[src/hdl/kms_pkg.sv]
package kms_pkg;
    localparam int NUM_ROWS = 6;
    localparam int NUM_COLS = 4;
    localparam int DISP_BITS = 80;
    // host output port bit positions
    localparam int COL_BIT_LO = 0;
    localparam int DISP_CLK_BIT = 6;
    localparam int DISP_DATA_BIT = 7;
    // column drive: low selects, high idles
    localparam logic [3:0] COLS_IDLE = 4'hF;
    localparam logic [3:0] COLS_ALL = 4'h0;
    // display setup time before the rising clock edge
    localparam int DISP_SETUP_NS = 15;
    localparam int CLK_PERIOD_NS = 10;
    localparam int DISP_SETUP_CYC =
        (DISP_SETUP_NS + CLK_PERIOD_NS - 1) / CLK_PERIOD_NS;
    // half period of the display clock, at least the setup time
    localparam int DISP_HALF_CYC = DISP_SETUP_CYC;
    // settle time after changing column drive before rows are sampled
    localparam int SETTLE_CYC = 4;

    typedef struct packed {
        logic [5:0] row;
        logic [1:0] col;
    } kms_key_t;

    typedef struct packed {
        logic valid;
        kms_key_t key;
    } kms_key_event_t;
endpackage

[src/hdl/kms_host.sv]
`timescale 1ns/1ps
module kms_host #(
    parameter int DISP_LEN = kms_pkg::DISP_BITS
) (
    // clock and reset
    input wire logic sys_clk_i,
    input wire logic reset_i,
    // host parallel port pins
    input wire logic [7:0] in_port_i,
    output logic [7:0] out_port_o,
    // key events to the user
    output kms_pkg::kms_key_event_t key_event_o,
    output logic key_any_o,
    // display load request
    input wire logic disp_start_i,
    input wire logic [DISP_LEN-1:0] disp_pattern_i,
    output logic disp_busy_o
);
    // a one-bit pattern has no shift path to slice
    // and more than 1024 bits is refused, though the 11-bit bit counter would hold up to 2047
    if (DISP_LEN < 2 || DISP_LEN > 1024) begin : g_len_check
        $error("kms_host: DISP_LEN out of range");
    end

    typedef enum {
        KMS_ALL,
        KMS_ALL_WAIT,
        KMS_COL,
        KMS_COL_WAIT,
        KMS_RELEASE
    } kms_scan_t;

    typedef enum {
        KMS_D_IDLE,
        KMS_D_LOW,
        KMS_D_HIGH
    } kms_disp_t;

    logic [5:0] row_meta_reg;
    logic [5:0] row_sync_reg;
    kms_scan_t scan_reg;
    logic [1:0] col_reg;
    logic [3:0] col_drive_reg;
    logic [7:0] settle_reg;
    kms_pkg::kms_key_event_t event_reg;
    logic any_reg;
    kms_disp_t disp_reg;
    logic [DISP_LEN-1:0] shift_reg;
    logic [10:0] bits_left_reg;
    logic [7:0] half_reg;
    logic disp_clk_reg;
    logic disp_data_reg;
    logic [5:0] row_low;
    logic [2:0] row_idx;

    // rows come from pins: two flops before use
    always_ff @(posedge sys_clk_i) begin
        if (reset_i) begin
            row_meta_reg <= 6'h3F;
            row_sync_reg <= 6'h3F;
        end else begin
            row_meta_reg <= in_port_i[5:0];
            row_sync_reg <= row_meta_reg;
        end
    end

    assign row_low = ~row_sync_reg;

    always_comb begin
        row_idx = 3'h0;
        for (int i = kms_pkg::NUM_ROWS - 1; i >= 0; i--) begin
            if (row_low[i]) begin
                row_idx = 3'(i);
            end
        end
    end

    // scanner: detect with all columns low, then identify column by column
    always_ff @(posedge sys_clk_i) begin
        if (reset_i) begin
            scan_reg <= KMS_ALL;
            col_reg <= 2'h0;
            col_drive_reg <= kms_pkg::COLS_IDLE;
            settle_reg <= 8'h00;
            event_reg <= '0;
            any_reg <= 1'b0;
        end else begin
            event_reg.valid <= 1'b0;
            case (scan_reg)
                KMS_ALL: begin
                    col_drive_reg <= kms_pkg::COLS_ALL;
                    settle_reg <= 8'(kms_pkg::SETTLE_CYC);
                    scan_reg <= KMS_ALL_WAIT;
                end
                KMS_ALL_WAIT: begin
                    if (settle_reg != 8'h00) begin
                        settle_reg <= settle_reg - 8'h01;
                    end else if (row_low != 6'h00) begin
                        any_reg <= 1'b1;
                        col_reg <= 2'h0;
                        // only one column low, rest high
                        col_drive_reg <= ~4'h1;
                        settle_reg <= 8'(kms_pkg::SETTLE_CYC);
                        scan_reg <= KMS_COL_WAIT;
                    end else begin
                        any_reg <= 1'b0;
                    end
                end
                KMS_COL_WAIT: begin
                    if (settle_reg != 8'h00) begin
                        settle_reg <= settle_reg - 8'h01;
                    end else begin
                        scan_reg <= KMS_COL;
                    end
                end
                KMS_COL: begin
                    // diodes keep other columns out of this reading
                    if (row_low != 6'h00) begin
                        event_reg.valid <= 1'b1;
                        event_reg.key.row <= 6'(row_idx);
                        event_reg.key.col <= col_reg;
                        col_drive_reg <= kms_pkg::COLS_ALL;
                        settle_reg <= 8'(kms_pkg::SETTLE_CYC);
                        scan_reg <= KMS_RELEASE;
                    end else if (col_reg == 2'(kms_pkg::NUM_COLS - 1)) begin
                        // bounce: press vanished before identification
                        scan_reg <= KMS_ALL;
                    end else begin
                        col_reg <= col_reg + 2'h1;
                        col_drive_reg <= ~(4'h1 << (col_reg + 2'h1));
                        settle_reg <= 8'(kms_pkg::SETTLE_CYC);
                        scan_reg <= KMS_COL_WAIT;
                    end
                end
                KMS_RELEASE: begin
                    // one event per press: wait until every key is open
                    if (settle_reg != 8'h00) begin
                        settle_reg <= settle_reg - 8'h01;
                    end else if (row_low == 6'h00) begin
                        any_reg <= 1'b0;
                        scan_reg <= KMS_ALL;
                    end
                end
                default: scan_reg <= KMS_ALL;
            endcase
        end
    end

    // display shifter: data changes with clock low, captured on rise
    always_ff @(posedge sys_clk_i) begin
        if (reset_i) begin
            disp_reg <= KMS_D_IDLE;
            shift_reg <= '1;
            bits_left_reg <= 11'h000;
            half_reg <= 8'h00;
            disp_clk_reg <= 1'b0;
            disp_data_reg <= 1'b1;
        end else begin
            case (disp_reg)
                KMS_D_IDLE: begin
                    disp_clk_reg <= 1'b0;
                    if (disp_start_i) begin
                        shift_reg <= disp_pattern_i;
                        bits_left_reg <= 11'(DISP_LEN);
                        disp_reg <= KMS_D_LOW;
                        half_reg <= 8'h00;
                    end
                end
                KMS_D_LOW: begin
                    if (half_reg == 8'h00) begin
                        disp_data_reg <= shift_reg[DISP_LEN-1];
                    end
                    if (half_reg == 8'(kms_pkg::DISP_HALF_CYC)) begin
                        disp_clk_reg <= 1'b1;
                        half_reg <= 8'h00;
                        disp_reg <= KMS_D_HIGH;
                    end else begin
                        half_reg <= half_reg + 8'h01;
                    end
                end
                KMS_D_HIGH: begin
                    if (half_reg == 8'(kms_pkg::DISP_HALF_CYC - 1)) begin
                        disp_clk_reg <= 1'b0;
                        half_reg <= 8'h00;
                        shift_reg <= {shift_reg[DISP_LEN-2:0], 1'b1};
                        bits_left_reg <= bits_left_reg - 11'h001;
                        disp_reg <= (bits_left_reg == 11'h001) ? KMS_D_IDLE : KMS_D_LOW;
                    end else begin
                        half_reg <= half_reg + 8'h01;
                    end
                end
                default: disp_reg <= KMS_D_IDLE;
            endcase
        end
    end

    always_comb begin
        out_port_o = 8'hFF;
        out_port_o[3:0] = col_drive_reg;
        out_port_o[kms_pkg::DISP_CLK_BIT] = disp_clk_reg;
        out_port_o[kms_pkg::DISP_DATA_BIT] = disp_data_reg;
    end

    assign key_event_o = event_reg;
    assign key_any_o = any_reg;
    assign disp_busy_o = (disp_reg != KMS_D_IDLE);
endmodule // kms_host

[config.mk]
export PLATFORM = sky130hd
export DESIGN_NAME = kms_host
export DESIGN_NICKNAME = d
export VERILOG_FILES = /design/src/hdl/kms_pkg.sv /design/src/hdl/kms_host.sv
export SDC_FILE = /design/constraint.sdc
export NUM_CORES = 1
export LEC_CHECK = 0
export ABC_AREA = 1
export BUFFER_PORTS_ARGS = -buffer_cell sky130_fd_sc_hd__buf_4
export CAP_MARGIN = 20
export CORE_ASPECT_RATIO = 1.4
export CORE_MARGIN = 8
export CORE_UTILIZATION = 43
export CTS_BUF_LIST = sky130_fd_sc_hd__clkbuf_16
export DETAILED_ROUTE_END_ITERATION = 7
export PLACE_DENSITY = 0.65
export SYNTH_ARGS = -nofsm -noshare
export SYNTH_HDL_FRONTEND = slang
export SYNTH_SLANG_ARGS = --single-unit
[constraint.sdc]
create_clock -name sys_clk_i -period 3.4 [get_ports sys_clk_i]
set_input_delay 0.34 -clock sys_clk_i [delete_from_list [all_inputs] [get_ports sys_clk_i]]
set_output_delay 0.34 -clock sys_clk_i [all_outputs]
set_load 0.005 [all_outputs]
==> key figures, run 1 <==
Run status
  – Status: complete, no violations

STA
  – Final hold slack: between 0.1 and 0.15 ns
  – Worst-Margin Slew: just over 0.9 ns
  – Fmax: 0.390 GHz
  – Worst Skew: around 0.010 ns
  – Rel. slew slack: a little under 40%
  – Final worst slack: 0.833 ns
  – Fin. Hold Viols: 0
  – Final Max Slew Viols: 0
  – Endpoints failing setup: 0
  – Final Critical Period: roughly 2.6 ns
  – Period utilization: 75.5%
  – RSZ-0062 raised after global routing: false
  – Setup Total Neg Slack: 0 ns

Floorplanning
  – DIE AREA: roughly 20000 um^2
  – Die width: about 120 um
  – Floorplan row count: between 50 and 60
  – Die Span Y: 165 um
  – Io pins: 110
  – Core area: approximately 16000 um^2
  – Initial Utilization: a little over two fifths

Clock network
  – Clock sink count: approximately 140
  – Clock root buffer: clkbuf_16
  – Clk slew on worst S/H paths: approximately 0.06 ns
  – Skew-Pair Late Insertion Delay: between 0.4 and 0.5 ns
  – Post-CTS resize count: 0
  – Worst-case clock buffer depth: 2
  – Hold-fix buffer count after cts: 0
  – Cts bufs inserted: 17
  – CTS H-Tree Depth: 4
  – TritonCTS clock tree: yes
  – Number of post-CTS setup repair buffers: 0

Logic synthesis
  – Distinct cell type count after synthesis: 35
  – Largest cells by area after synthesis: dfxtp_1, nand2_1, o211ai_1
  – Synth Warn #: 0
  – Area leader, netlist: dfxtp_1
  – Seq cells post-synth: 139
  – Mapped Area: a little under 7000 um^2
  – Syn Area/Cell: 7.55 um^2
  – Cells after synthesis: about 900
  – Register area share after synthesis: between 40% and 50%
  – Share of the synthesized area in the top cell type: 41.1%

Layout
  – Post-Layout Cell Count: ~1200
  – Share of cells above drive strength 1: 26.0%
  – Nets: ~1100
  – Max FFs per register: 80
  – Area Growth Syn to Fin: 20.8%
  – Ant diodes: 0

GRT
  – Global-route wire length before repair: 26400 um
  – Vias in the first global route: between 5000 and 6000
  – Largest net degree at the start of global routing: 85
  – Global-route usage over all layers: 16.0%
  – Met2 usage in global routing: a little over a quarter
  – Met1 GRT Util: 18.3%
  – Grt total ovfl: 0
  – Met3 Track Usage GR: 5.20%
  – Antenna violations before repair: 0
  – Gr busiest metal: met2

Drt
  – Total number of vias: 5917
  – DR WL/cell: 13.2 um
  – First-pass iteration count of the detailed router: 4
  – DRT Wirelength: around 16000 um
  – Routed Antenna Nets: 0
  – Vias per Instance: between 5 and 6
  – Detailed Route Iter0 Violations: roughly 410
  – Drt drc: 0

Power
  – Max VDD drop: between 0.4 and 0.5 mV
  – P per Cell Area: about 960 nW/um^2
  – Leakage Power: 3.57 nW

Job
  – Max Cap Viol: 0

Worst setup path
  – Slowest-stage cell, CP: buf_4
  – Worst path top cell family by delay: simple AND/OR/NAND/NOR gates
  – CP peak stage delay: 0.46 ns
  – CP Max Fanout: between 40 and 50
  – Cell mode on critical path: nand2_1
  – Worst EP required: approximately 3.7 ns
  – Kind of critical path: register to register
  – CP startpoint kind: register
  – CP Cell Sequence: inv_1 > ha_2 > clkinv_1 > nand2_1 > nand2_1 > nor2_4 > buf_4 > nand2_1 > nand2_1 > inv_2 > nand2_1 > nor2_1
  – Arrival time worst endpoint: roughly 2.9 ns
  – Critical Path Sink Type: register
  – Critical path buffers and inverters: 4

Place
  – RePlAce Congestion: between 0.7 and 0.8
  – Cell Count Post-Placement: about 1100
  – Worst slack at placement: between 0.8 and 0.9 ns
  – IO buf count: 102
  – Dpl hpwl: just over 10000 um

Hold path
  – HP Class: primary input to register
## power by group
group	leakage (nW)	switching (W)	total, W	internal, W
logic	2.11	0.00221	0.00351	0.00130
registers	1.15	0.000271	0.00242	0.00215
clock network	0.302	0.000721	0.00195	0.00123
total	3.57	0.00320	0.00788	0.00468
## per-layer routing
metal / wire length [um] / part of all wire [%] / up-vias
met5: 0 / 0 / -
met4: 158 / 1.0 / 0
met3: 814 / 5.2 / 12
met2: 7550 / 48 / 103
met1: 7070 / 45 / 2693
li1: - / - / 3109
## stage by stage
step | utilization, % | instance area (um^2) | total power [W]
after floorplan | - | 6790 | 0.00531
after global placement | 48.7 | 7570 | 0.00595
after detailed placement | 48.7 | 7570 | 0.00599
after CTS | 52.7 | 8190 | 0.00798
after global routing | 52.7 | 8190 | 0.00860
final | 52.7 | 8190 | 0.00788
## final cells by class
cell class | instances | area, um^2
inverter | 61 | 231
clock buffer | 17 | 425
multi-input combinational | 640 | 3460
clock inverter | 14 | 194
tap | 196 | 245
sequential | 139 | 2780
fill | 1547 | 7350
timing repair buffer | 110 | 851
## layout by cell type (no fill, tap or decap), types with 11 or more instances in the layout
| master | synthesis | layout |
|---|---|---|
| nand2_1 | 184 | 184 |
| a21oi_1 | 31 | 31 |
| o211ai_1 | 79 | 79 |
| or2_2 | 91 | 91 |
| ha_1 | 17 | 16 |
| nor2_1 | 47 | 47 |
| clkbuf_16 | 0 | 17 |
| dfxtp_1 | 139 | 139 |
| nor3_1 | 11 | 11 |
| nand3_1 | 114 | 114 |
| buf_4 | 16 | 108 |
| inv_1 | 53 | 51 |
| o21ai_0 | 22 | 22 |
## cells in the mapped netlist, drive strengths merged
cell and count:
nor3b 1, buf 28, nand3 118, ha 17
o22ai 1, o211ai 79, dfxtp 139, clkbuf 32
or2 92, nand4 6, nor3 12, a21boi 1
inv 61, xor2 6, a21oi 31, nand3b 1
a211oi 3, a31oi 1, nor2 53, o21ai 26
conb 2, nand2 187
## final timing paths
kind              cells after the start                 to       startpoint  slack [ns]
setup / recovery                     12  bits_left_reg[10]      disp_reg[0]        0.83
setup reg to reg                     12  bits_left_reg[10]      disp_reg[0]        0.83
hold reg to reg                       1    row_sync_reg[0]  row_meta_reg[0]        0.41
hold / removal                        2    row_meta_reg[2]     in_port_i[2]        0.11
## worst reg2reg max path, cell delays in order, from the launching register on
cell	delay (ns)
dfxtp_1	0.34
inv_1	0.09
ha_2	0.18
clkinv_1	0.37
nand2_1	0.16
nand2_1	0.11
nor2_4	0.31
buf_4	0.46
nand2_1	0.15
nand2_1	0.17
inv_2	0.04
nand2_1	0.06
nor2_1	0.03
## cells by family after synthesis
| group | share of synthesized area, % |
|---|---|
| AND/OR/NAND/NOR | 33.2 |
| AO/OA/AOI/OAI | 13.6 |
| flip-flops | 41.1 |
| buffers and inverters | 8.11 |
| adder cells (fa/ha/maj) | 3.14 |
| XOR/XNOR | 0.775 |
| other | 0.111 |
No activity file was read; power rests on OpenSTA's default activity.
==> run 2: changes to the inputs <==
--- a/config.mk
+++ b/config.mk
@@ -5,7 +5,7 @@
 export SDC_FILE = /design/constraint.sdc
 export NUM_CORES = 1
 export LEC_CHECK = 0
-export ABC_AREA = 1
+export ABC_AREA = 0
 export BUFFER_PORTS_ARGS = -buffer_cell sky130_fd_sc_hd__buf_4
 export CAP_MARGIN = 20
 export CORE_ASPECT_RATIO = 1.4
@@ -13,7 +13,7 @@
 export CORE_UTILIZATION = 43
 export CTS_BUF_LIST = sky130_fd_sc_hd__clkbuf_16
 export DETAILED_ROUTE_END_ITERATION = 7
-export PLACE_DENSITY = 0.65
+export PLACE_DENSITY = 0.66
 export SYNTH_ARGS = -nofsm -noshare
 export SYNTH_HDL_FRONTEND = slang
 export SYNTH_SLANG_ARGS = --single-unit
==> constraint.sdc (replaced) <==
create_clock -name sys_clk_i -period 2.7 [get_ports sys_clk_i]
set_input_delay 0.27 -clock sys_clk_i [delete_from_list [all_inputs] [get_ports sys_clk_i]]
set_output_delay 0.27 -clock sys_clk_i [all_outputs]
set_load 0.005 [all_outputs]
==> run 2 against run 1 <==
Clock skew about the same; first-iteration DRC count down 22%; cell area shrank 4.3%; fmax up 15%; sequential cell count did not move; cell count is 17% lower; worst hold slack worse by 0.076 ns; clock power up 15%; synthesized cell count fell by 22%; clock-buffer cell count unchanged; largest cell class unchanged; critical path depth fell by 7; sequential power grew 36%.
==> key figures, run 2 <==
Run status
  – Status: complete, no violations

Logic synthesis
  – Syn Area/Cell: a little over 9 um^2
  – Largest cells by area after synthesis: dfxtp_1, mux2i_1, o211ai_1
  – Distinct cell type count after synthesis: between 50 and 60
  – Cells after synthesis: roughly 700
  – Mapped Area: 6380 um^2
  – Most frequent cell after synthesis: dfxtp_1
  – Register area share after synthesis: between 40% and 50%
  – Synth Warn #: 0
  – Seq cells post-synth: between 100 and 150
  – Post-synth EDFFs: 0
  – Post-synth top cells: dfxtp_1, nand2_1, mux2i_1, o211ai_1, nor2_1
  – Ys async rst share: 0%
  – Area leader, netlist: dfxtp_1
  – Share of the synthesized area in the top cell type: a little over two fifths
  – Ys flop type: dfxtp_1

Floorplanning
  – DIE AREA: 19000 um^2
  – Initial Utilization: 43.9%
  – Die Span Y: between 150 and 200 um
  – Io pins: 110
  – Floorplan row count: 52
  – Die width: ~120 um
  – Core area: approximately 15000 um^2

GRT
  – Grt total ovfl: 0
  – Vias in the first global route: 5294
  – Global-route usage over all layers: about 15%
  – Largest net degree at the start of global routing: 85
  – Antenna violations before repair: 0
  – Global-route wire length before repair: 24400 um

Worst setup path
  – Slowest-stage cell, CP: nor4_1
  – CP startpoint kind: register
  – Cell mode on critical path: nand2_1
  – Critical Path Sink Type: register
  – Kind of critical path: register to register
  – CP Max Fanout: 8
  – CP Cell Sequence: nor4_1 > nand2_1 > o31ai_4 > mux2i_1 > nand2_1
  – Arrival time worst endpoint: 2.52 ns
  – Worst EP required: 2.99 ns
  – CP peak stage delay: ~0.65 ns

Drt
  – DR WL/cell: around 15 um
  – Detailed Route Iter0 Violations: 322
  – First-pass iteration count of the detailed router: 5
  – Drt drc: 0
  – Vias per Instance: about 5.3
  – DRT Wirelength: around 14000 um
  – Total number of vias: 5218
  – Routed Antenna Nets: 0

STA
  – Fin. Hold Viols: 0
  – Endpoints failing setup: 0
  – Setup Total Neg Slack: 0 ns
  – Period utilization: 82.6%
  – Fmax: about 0.45 GHz
  – Worst-Margin Slew: just over 0.9 ns
  – RSZ-0062 raised after global routing: false
  – Final Max Slew Viols: 0
  – Final Critical Period: between 2 and 2.5 ns
  – Worst Skew: approximately 0.0099 ns
  – Rel. slew slack: 39.2%

Place
  – Dpl hpwl: between 9000 and 10000 um
  – IO buf count: between 100 and 150
  – RePlAce Congestion: between 0.8 and 0.9

Layout
  – Ant diodes: 0
  – Most common cell after layout, fill and taps aside: dfxtp_1
  – Share of cells above drive strength 1: 20.3%
  – Nets: 890
  – Area Growth Syn to Fin: 22.9%
  – Max FFs per register: 80
  – Commonest cells after routing, fill and taps aside: dfxtp_1, nand2_1, buf_4

Clock network
  – Skew-Pair Late Insertion Delay: between 0.4 and 0.5 ns
  – TritonCTS clock tree: yes
  – Cts bufs inserted: 17
  – Clock root buffer: clkbuf_16
  – Clk slew on worst S/H paths: about 0.06 ns
  – Post-CTS resize count: 0
  – Number of post-CTS setup repair buffers: 0
  – Worst-case clock buffer depth: 2
  – Hold-fix buffer count after cts: 0
  – CTS H-Tree Depth: 4
  – Clock sink count: approximately 140

Power
  – P per Cell Area: about 1100 nW/um^2
  – Final Total Pwr: about 0.0087 W
  – Leakage Power: about 3.2 nW
  – Max VDD drop: 0.721 mV

Job
  – Max Cap Viol: 0

Hold path
  – HP Class: primary input to register
## run 2: cell count changes in the layout (fill, tap and decap cells not counted), moves of 7 or more
cell / change
nand3_1: -106
mux2i_1: +86
or2_2: -74
nand2_1: -70
inv_1: -31
o21ai_0: -13
xnor2_1: +11
a21oi_1: -10
nor2_1: -10
nor4_1: +8
inv_2: -7
o31ai_1: +7
## run 2: routing by layer
metal	global-route usage, %	part of all wire, %	vias to the layer above
li1	-	-	2637
met1	17.9	45	2457
met2	25.4	48	108
met3	5.40	5.6	16
met4	6.12	1.2	0
met5	0	0	-
## run 2: worst paths after layout
kind,slack (ns),depth (start not counted),to,from
setup / recovery,0.47,5,col_drive_reg[3],settle_reg[2]
hold / removal,0.03,2,row_meta_reg[5],in_port_i[5]
setup reg to reg,0.47,5,col_drive_reg[3],settle_reg[2]
hold reg to reg,0.40,1,row_sync_reg[2],row_meta_reg[2]
## run 2: critical path: cells and delay by family (launching register included)
family | cells | cell delay [ns]
AO/OA/AOI/OAI | 1 | 0.43
flip-flops | 1 | 0.37
multiplexers | 1 | 0.28
AND/OR/NAND/NOR | 3 | 1.02
## run 2: power by group
part	switching, W	total [W]	internal, W
Clock	0.000839	0.00225	0.00141
Combinational	0.00176	0.00319	0.00143
Sequential	0.000475	0.00328	0.00281
## run 2: per-stage QoR
stage          instances  cell area, um^2  utilization (%)  worst slack, ns  hold WS [ns]
6_report             982             7840             54.0            0.469        0.0301
5_1_grt              982             7840             54.0            0.293        0.0194
4_1_cts              982             7840             54.0            0.451        0.0105
3_5_place_dp         952             7280             50.1            0.469         0.392
3_3_place_gp         952             7280             50.1            0.585         0.396
2_1_floorplan        704             6390                -            0.689         0.374
## run 2: kinds of logic (layout without fill, tap and decap cells)
logic type                 Yosys count  in the layout  share of synthesized area (%)
muxes                               86             86                           13.5
AOI/OAI and AO/OA                  140            140                           15.5
adders and majority gates           17             17                           3.34
DFF                                139            139                           43.6
xor gates and xnor gates            15             15                           2.06
other                                2              5                          0.118
buffers and inverters               70            159                           4.73
and+or+nand+nor                    232            232                           17.1
## run 2: cell type report
cell class / instances / area [um^2]
repair buffers: 111 / 871
multi-input cells: 495 / 3320
well taps: 189 / 236
flip-flops and latches: 139 / 2780
clock buffers: 17 / 425
clock inverters: 13 / 138
inverters: 18 / 67.6
fillers: 1312 / 6670
==> run 3: changes to the inputs <==
--- a/config.mk
+++ b/config.mk
@@ -13,7 +13,7 @@
 export CORE_UTILIZATION = 43
 export CTS_BUF_LIST = sky130_fd_sc_hd__clkbuf_16
 export DETAILED_ROUTE_END_ITERATION = 7
-export PLACE_DENSITY = 0.66
+export PLACE_DENSITY = 0.68
 export SYNTH_ARGS = -nofsm -noshare
 export SYNTH_HDL_FRONTEND = slang
 export SYNTH_SLANG_ARGS = --single-unit
==> constraint.sdc (replaced) <==
create_clock -name sys_clk_i -period 2 [get_ports sys_clk_i]
set_input_delay 0.2 -clock sys_clk_i [delete_from_list [all_inputs] [get_ports sys_clk_i]]
set_output_delay 0.2 -clock sys_clk_i [all_outputs]
set_load 0.005 [all_outputs]
==> run 3 against run 2 <==
Non-clock buffer count grew 28; fmax rose by 16%; clock-buffer cell count unchanged; critical endpoint is now settle_reg[7]; core utilization is 2.4 points higher; first-iteration DRC count fell by 38%; clock skew shrank 0.0025 ns; register-to-register slack got worse by 0.40 ns; setup slack worse by 0.40 ns; die area unchanged; sequential power increased by 34%; sequential share of layout area decreased by 1.5 points.
==> key figures, run 3 (synthesis results as in run 2) <==
Clock network
  – Skew-Pair Late Insertion Delay: between 0.4 and 0.5 ns
  – Clock root buffer: clkbuf_16
  – Clk slew on worst S/H paths: roughly 0.06 ns
  – Cts bufs inserted: 17
  – TritonCTS clock tree: yes
  – CTS H-Tree Depth: 4
  – Worst-case clock buffer depth: 2
  – Clock sink count: around 140

Layout
  – Max FFs per register: 80
  – Share of cells above drive strength 1: approximately a quarter
  – Most common cell after layout, fill and taps aside: dfxtp_1
  – Post-route cell area: 8190 um^2
  – Ant diodes: 0
  – Fill cells: 1269
  – Area Growth Syn to Fin: 28.4%
  – Nets: 918
  – Commonest cells after routing, fill and taps aside: dfxtp_1, buf_4, nand2_1

Worst setup path
  – Worst path top cell family by delay: simple AND/OR/NAND/NOR gates
  – FF-to-FF Start: settle_reg[3]
  – Cell mode on critical path: or4_4
  – Worst EP required: roughly 2.4 ns
  – CP startpoint kind: register
  – R2R setup slack: between 0.07 and 0.08 ns
  – CP Cell Sequence: or4_4 > or4_4 > or4_4 > a21oi_2
  – CP peak stage delay: about 0.54 ns
  – Critical path buffers and inverters: 0
  – Kind of critical path: register to register
  – CP Max Fanout: 5
  – R2R depth: 4
  – Critical Path Sink Type: register
  – Worst reg2reg endpoint: settle_reg[7]
  – Slowest-stage cell, CP: or4_4
  – Arrival time worst endpoint: between 2 and 2.5 ns

Floorplanning
  – Floorplan row count: 52
  – DIE AREA: 19000 um^2
  – Io pins: 110
  – Die width: approximately 120 um
  – Initial Utilization: 43.9%
  – Core area: roughly 15000 um^2
  – Die Span Y: around 160 um

Place
  – RePlAce Congestion: between 0.8 and 0.9
  – IO buf count: slightly above 100
  – Placed Area: between 7000 and 8000 um^2
  – Dpl hpwl: between 10000 and 15000 um
  – Worst slack at placement: -0.0308 ns

STA
  – Final hold slack: between 0.08 and 0.09 ns
  – Endpoints failing setup: 0
  – Worst-Margin Slew: 0.826 ns
  – Fmax: 0.519 GHz
  – Final Critical Period: 1.93 ns
  – Final Max Slew Viols: 0
  – Fin. Hold Viols: 0
  – Rel. slew slack: between 40% and 50%
  – Final worst slack: 0.0732 ns
  – RSZ-0062 raised after global routing: false
  – Period utilization: a little over nine tenths
  – Worst Skew: 0.00746 ns

Drt
  – Routed Antenna Nets: 0
  – DRT Wirelength: approximately 15000 um
  – Detailed Route Iter0 Violations: 201
  – Total number of vias: between 5000 and 6000
  – DR WL/cell: 15.1 um
  – First-pass iteration count of the detailed router: 4
  – Vias per Instance: between 5 and 6
  – Drt drc: 0

GRT
  – Largest net degree at the start of global routing: between 80 and 90
  – Grt total ovfl: 0
  – Vias in the first global route: 5520
  – Global-route usage over all layers: ~16%
  – Antenna violations before repair: 0
  – Global-route wire length before repair: roughly 25000 um

Hold path
  – Min-Delay Endpoint: shift_reg[35]
  – Hold Path Depth: 3
  – HP Class: primary input to register
  – Hold_sp: disp_pattern_i[35]

Run status
  – Status: complete, no violations

Power
  – Leakage Power: 3.33 nW
  – Max VDD drop: approximately 0.75 mV
  – P per Cell Area: 1520 nW/um^2

Job
  – Max Cap Viol: 0
run 3: worst max-delay path by stage:
| stage | from | end | slack, ns | cells after the start |
|---|---|---|---|---|
| after floorplan | disp_reg[0] | shift_reg[69] | 0.03 | 10 |
| final | settle_reg[3] | settle_reg[7] | 0.07 | 4 |
| after global placement | settle_reg[0] | settle_reg[3] | 0.04 | 7 |
| after detailed placement | disp_reg[0] | half_reg[6] | -0.03 | 7 |
| after global routing | settle_reg[3] | col_drive_reg[2] | 0.0004 | 6 |
| after CTS | settle_reg[0] | settle_reg[3] | 0.003 | 7 |
run 3: per-layer routing:
layer	GRT usage [%]	vias up	part of all wire, %
met5	0	-	0
met4	6.64	0	1.5
met3	5.26	21	4.8
met2	27.4	123	51
met1	17.9	2524	43
li1	-	2699	-
run 3: power by group:
part	switching (W)	internal, W
sequential	0.000618	0.00379
clock	0.00122	0.00196
combinational	0.00255	0.00229
run 3: repair_timing:
action                     4_1_cts  5_1_grt
gates resized for setup          1       12
setup endpoints to repair        4       79
hold endpoints to repair         7        0
setup buffers                    0        3
pin swaps                        0        3
hold buffers                     7        0
run 3: final cells by class:
type	instances	area, um^2	share of cell area, %
Clock buffer	17	425	5.19
Clock inverter	15	175	2.14
Inverter	18	67.6	0.825
Multi-Input combinational cell	495	3370	41.1
Sequential cell	139	2790	34.0
Tap cell	189	236	2.89
Timing Repair Buffer	139	1130	13.8
run 3: tightest hold or removal path: stages:
cell      delay [ns]
buf_4           0.07
mux2i_1         0.05
o211ai_1        0.14
run 3: stage by stage:
step | std cells | util (%) | setup TNS (ns) | power, W
floorplan | 704 | - | 0 | 0.00773
global placement | 970 | 51.2 | 0 | 0.00880
detailed placement | 970 | 51.2 | -0.0308 | 0.00902
CTS | 1009 | 55.8 | 0 | 0.0123
global route | 1012 | 56.4 | 0 | 0.0134
finish | 1012 | 56.4 | 0 | 0.0124
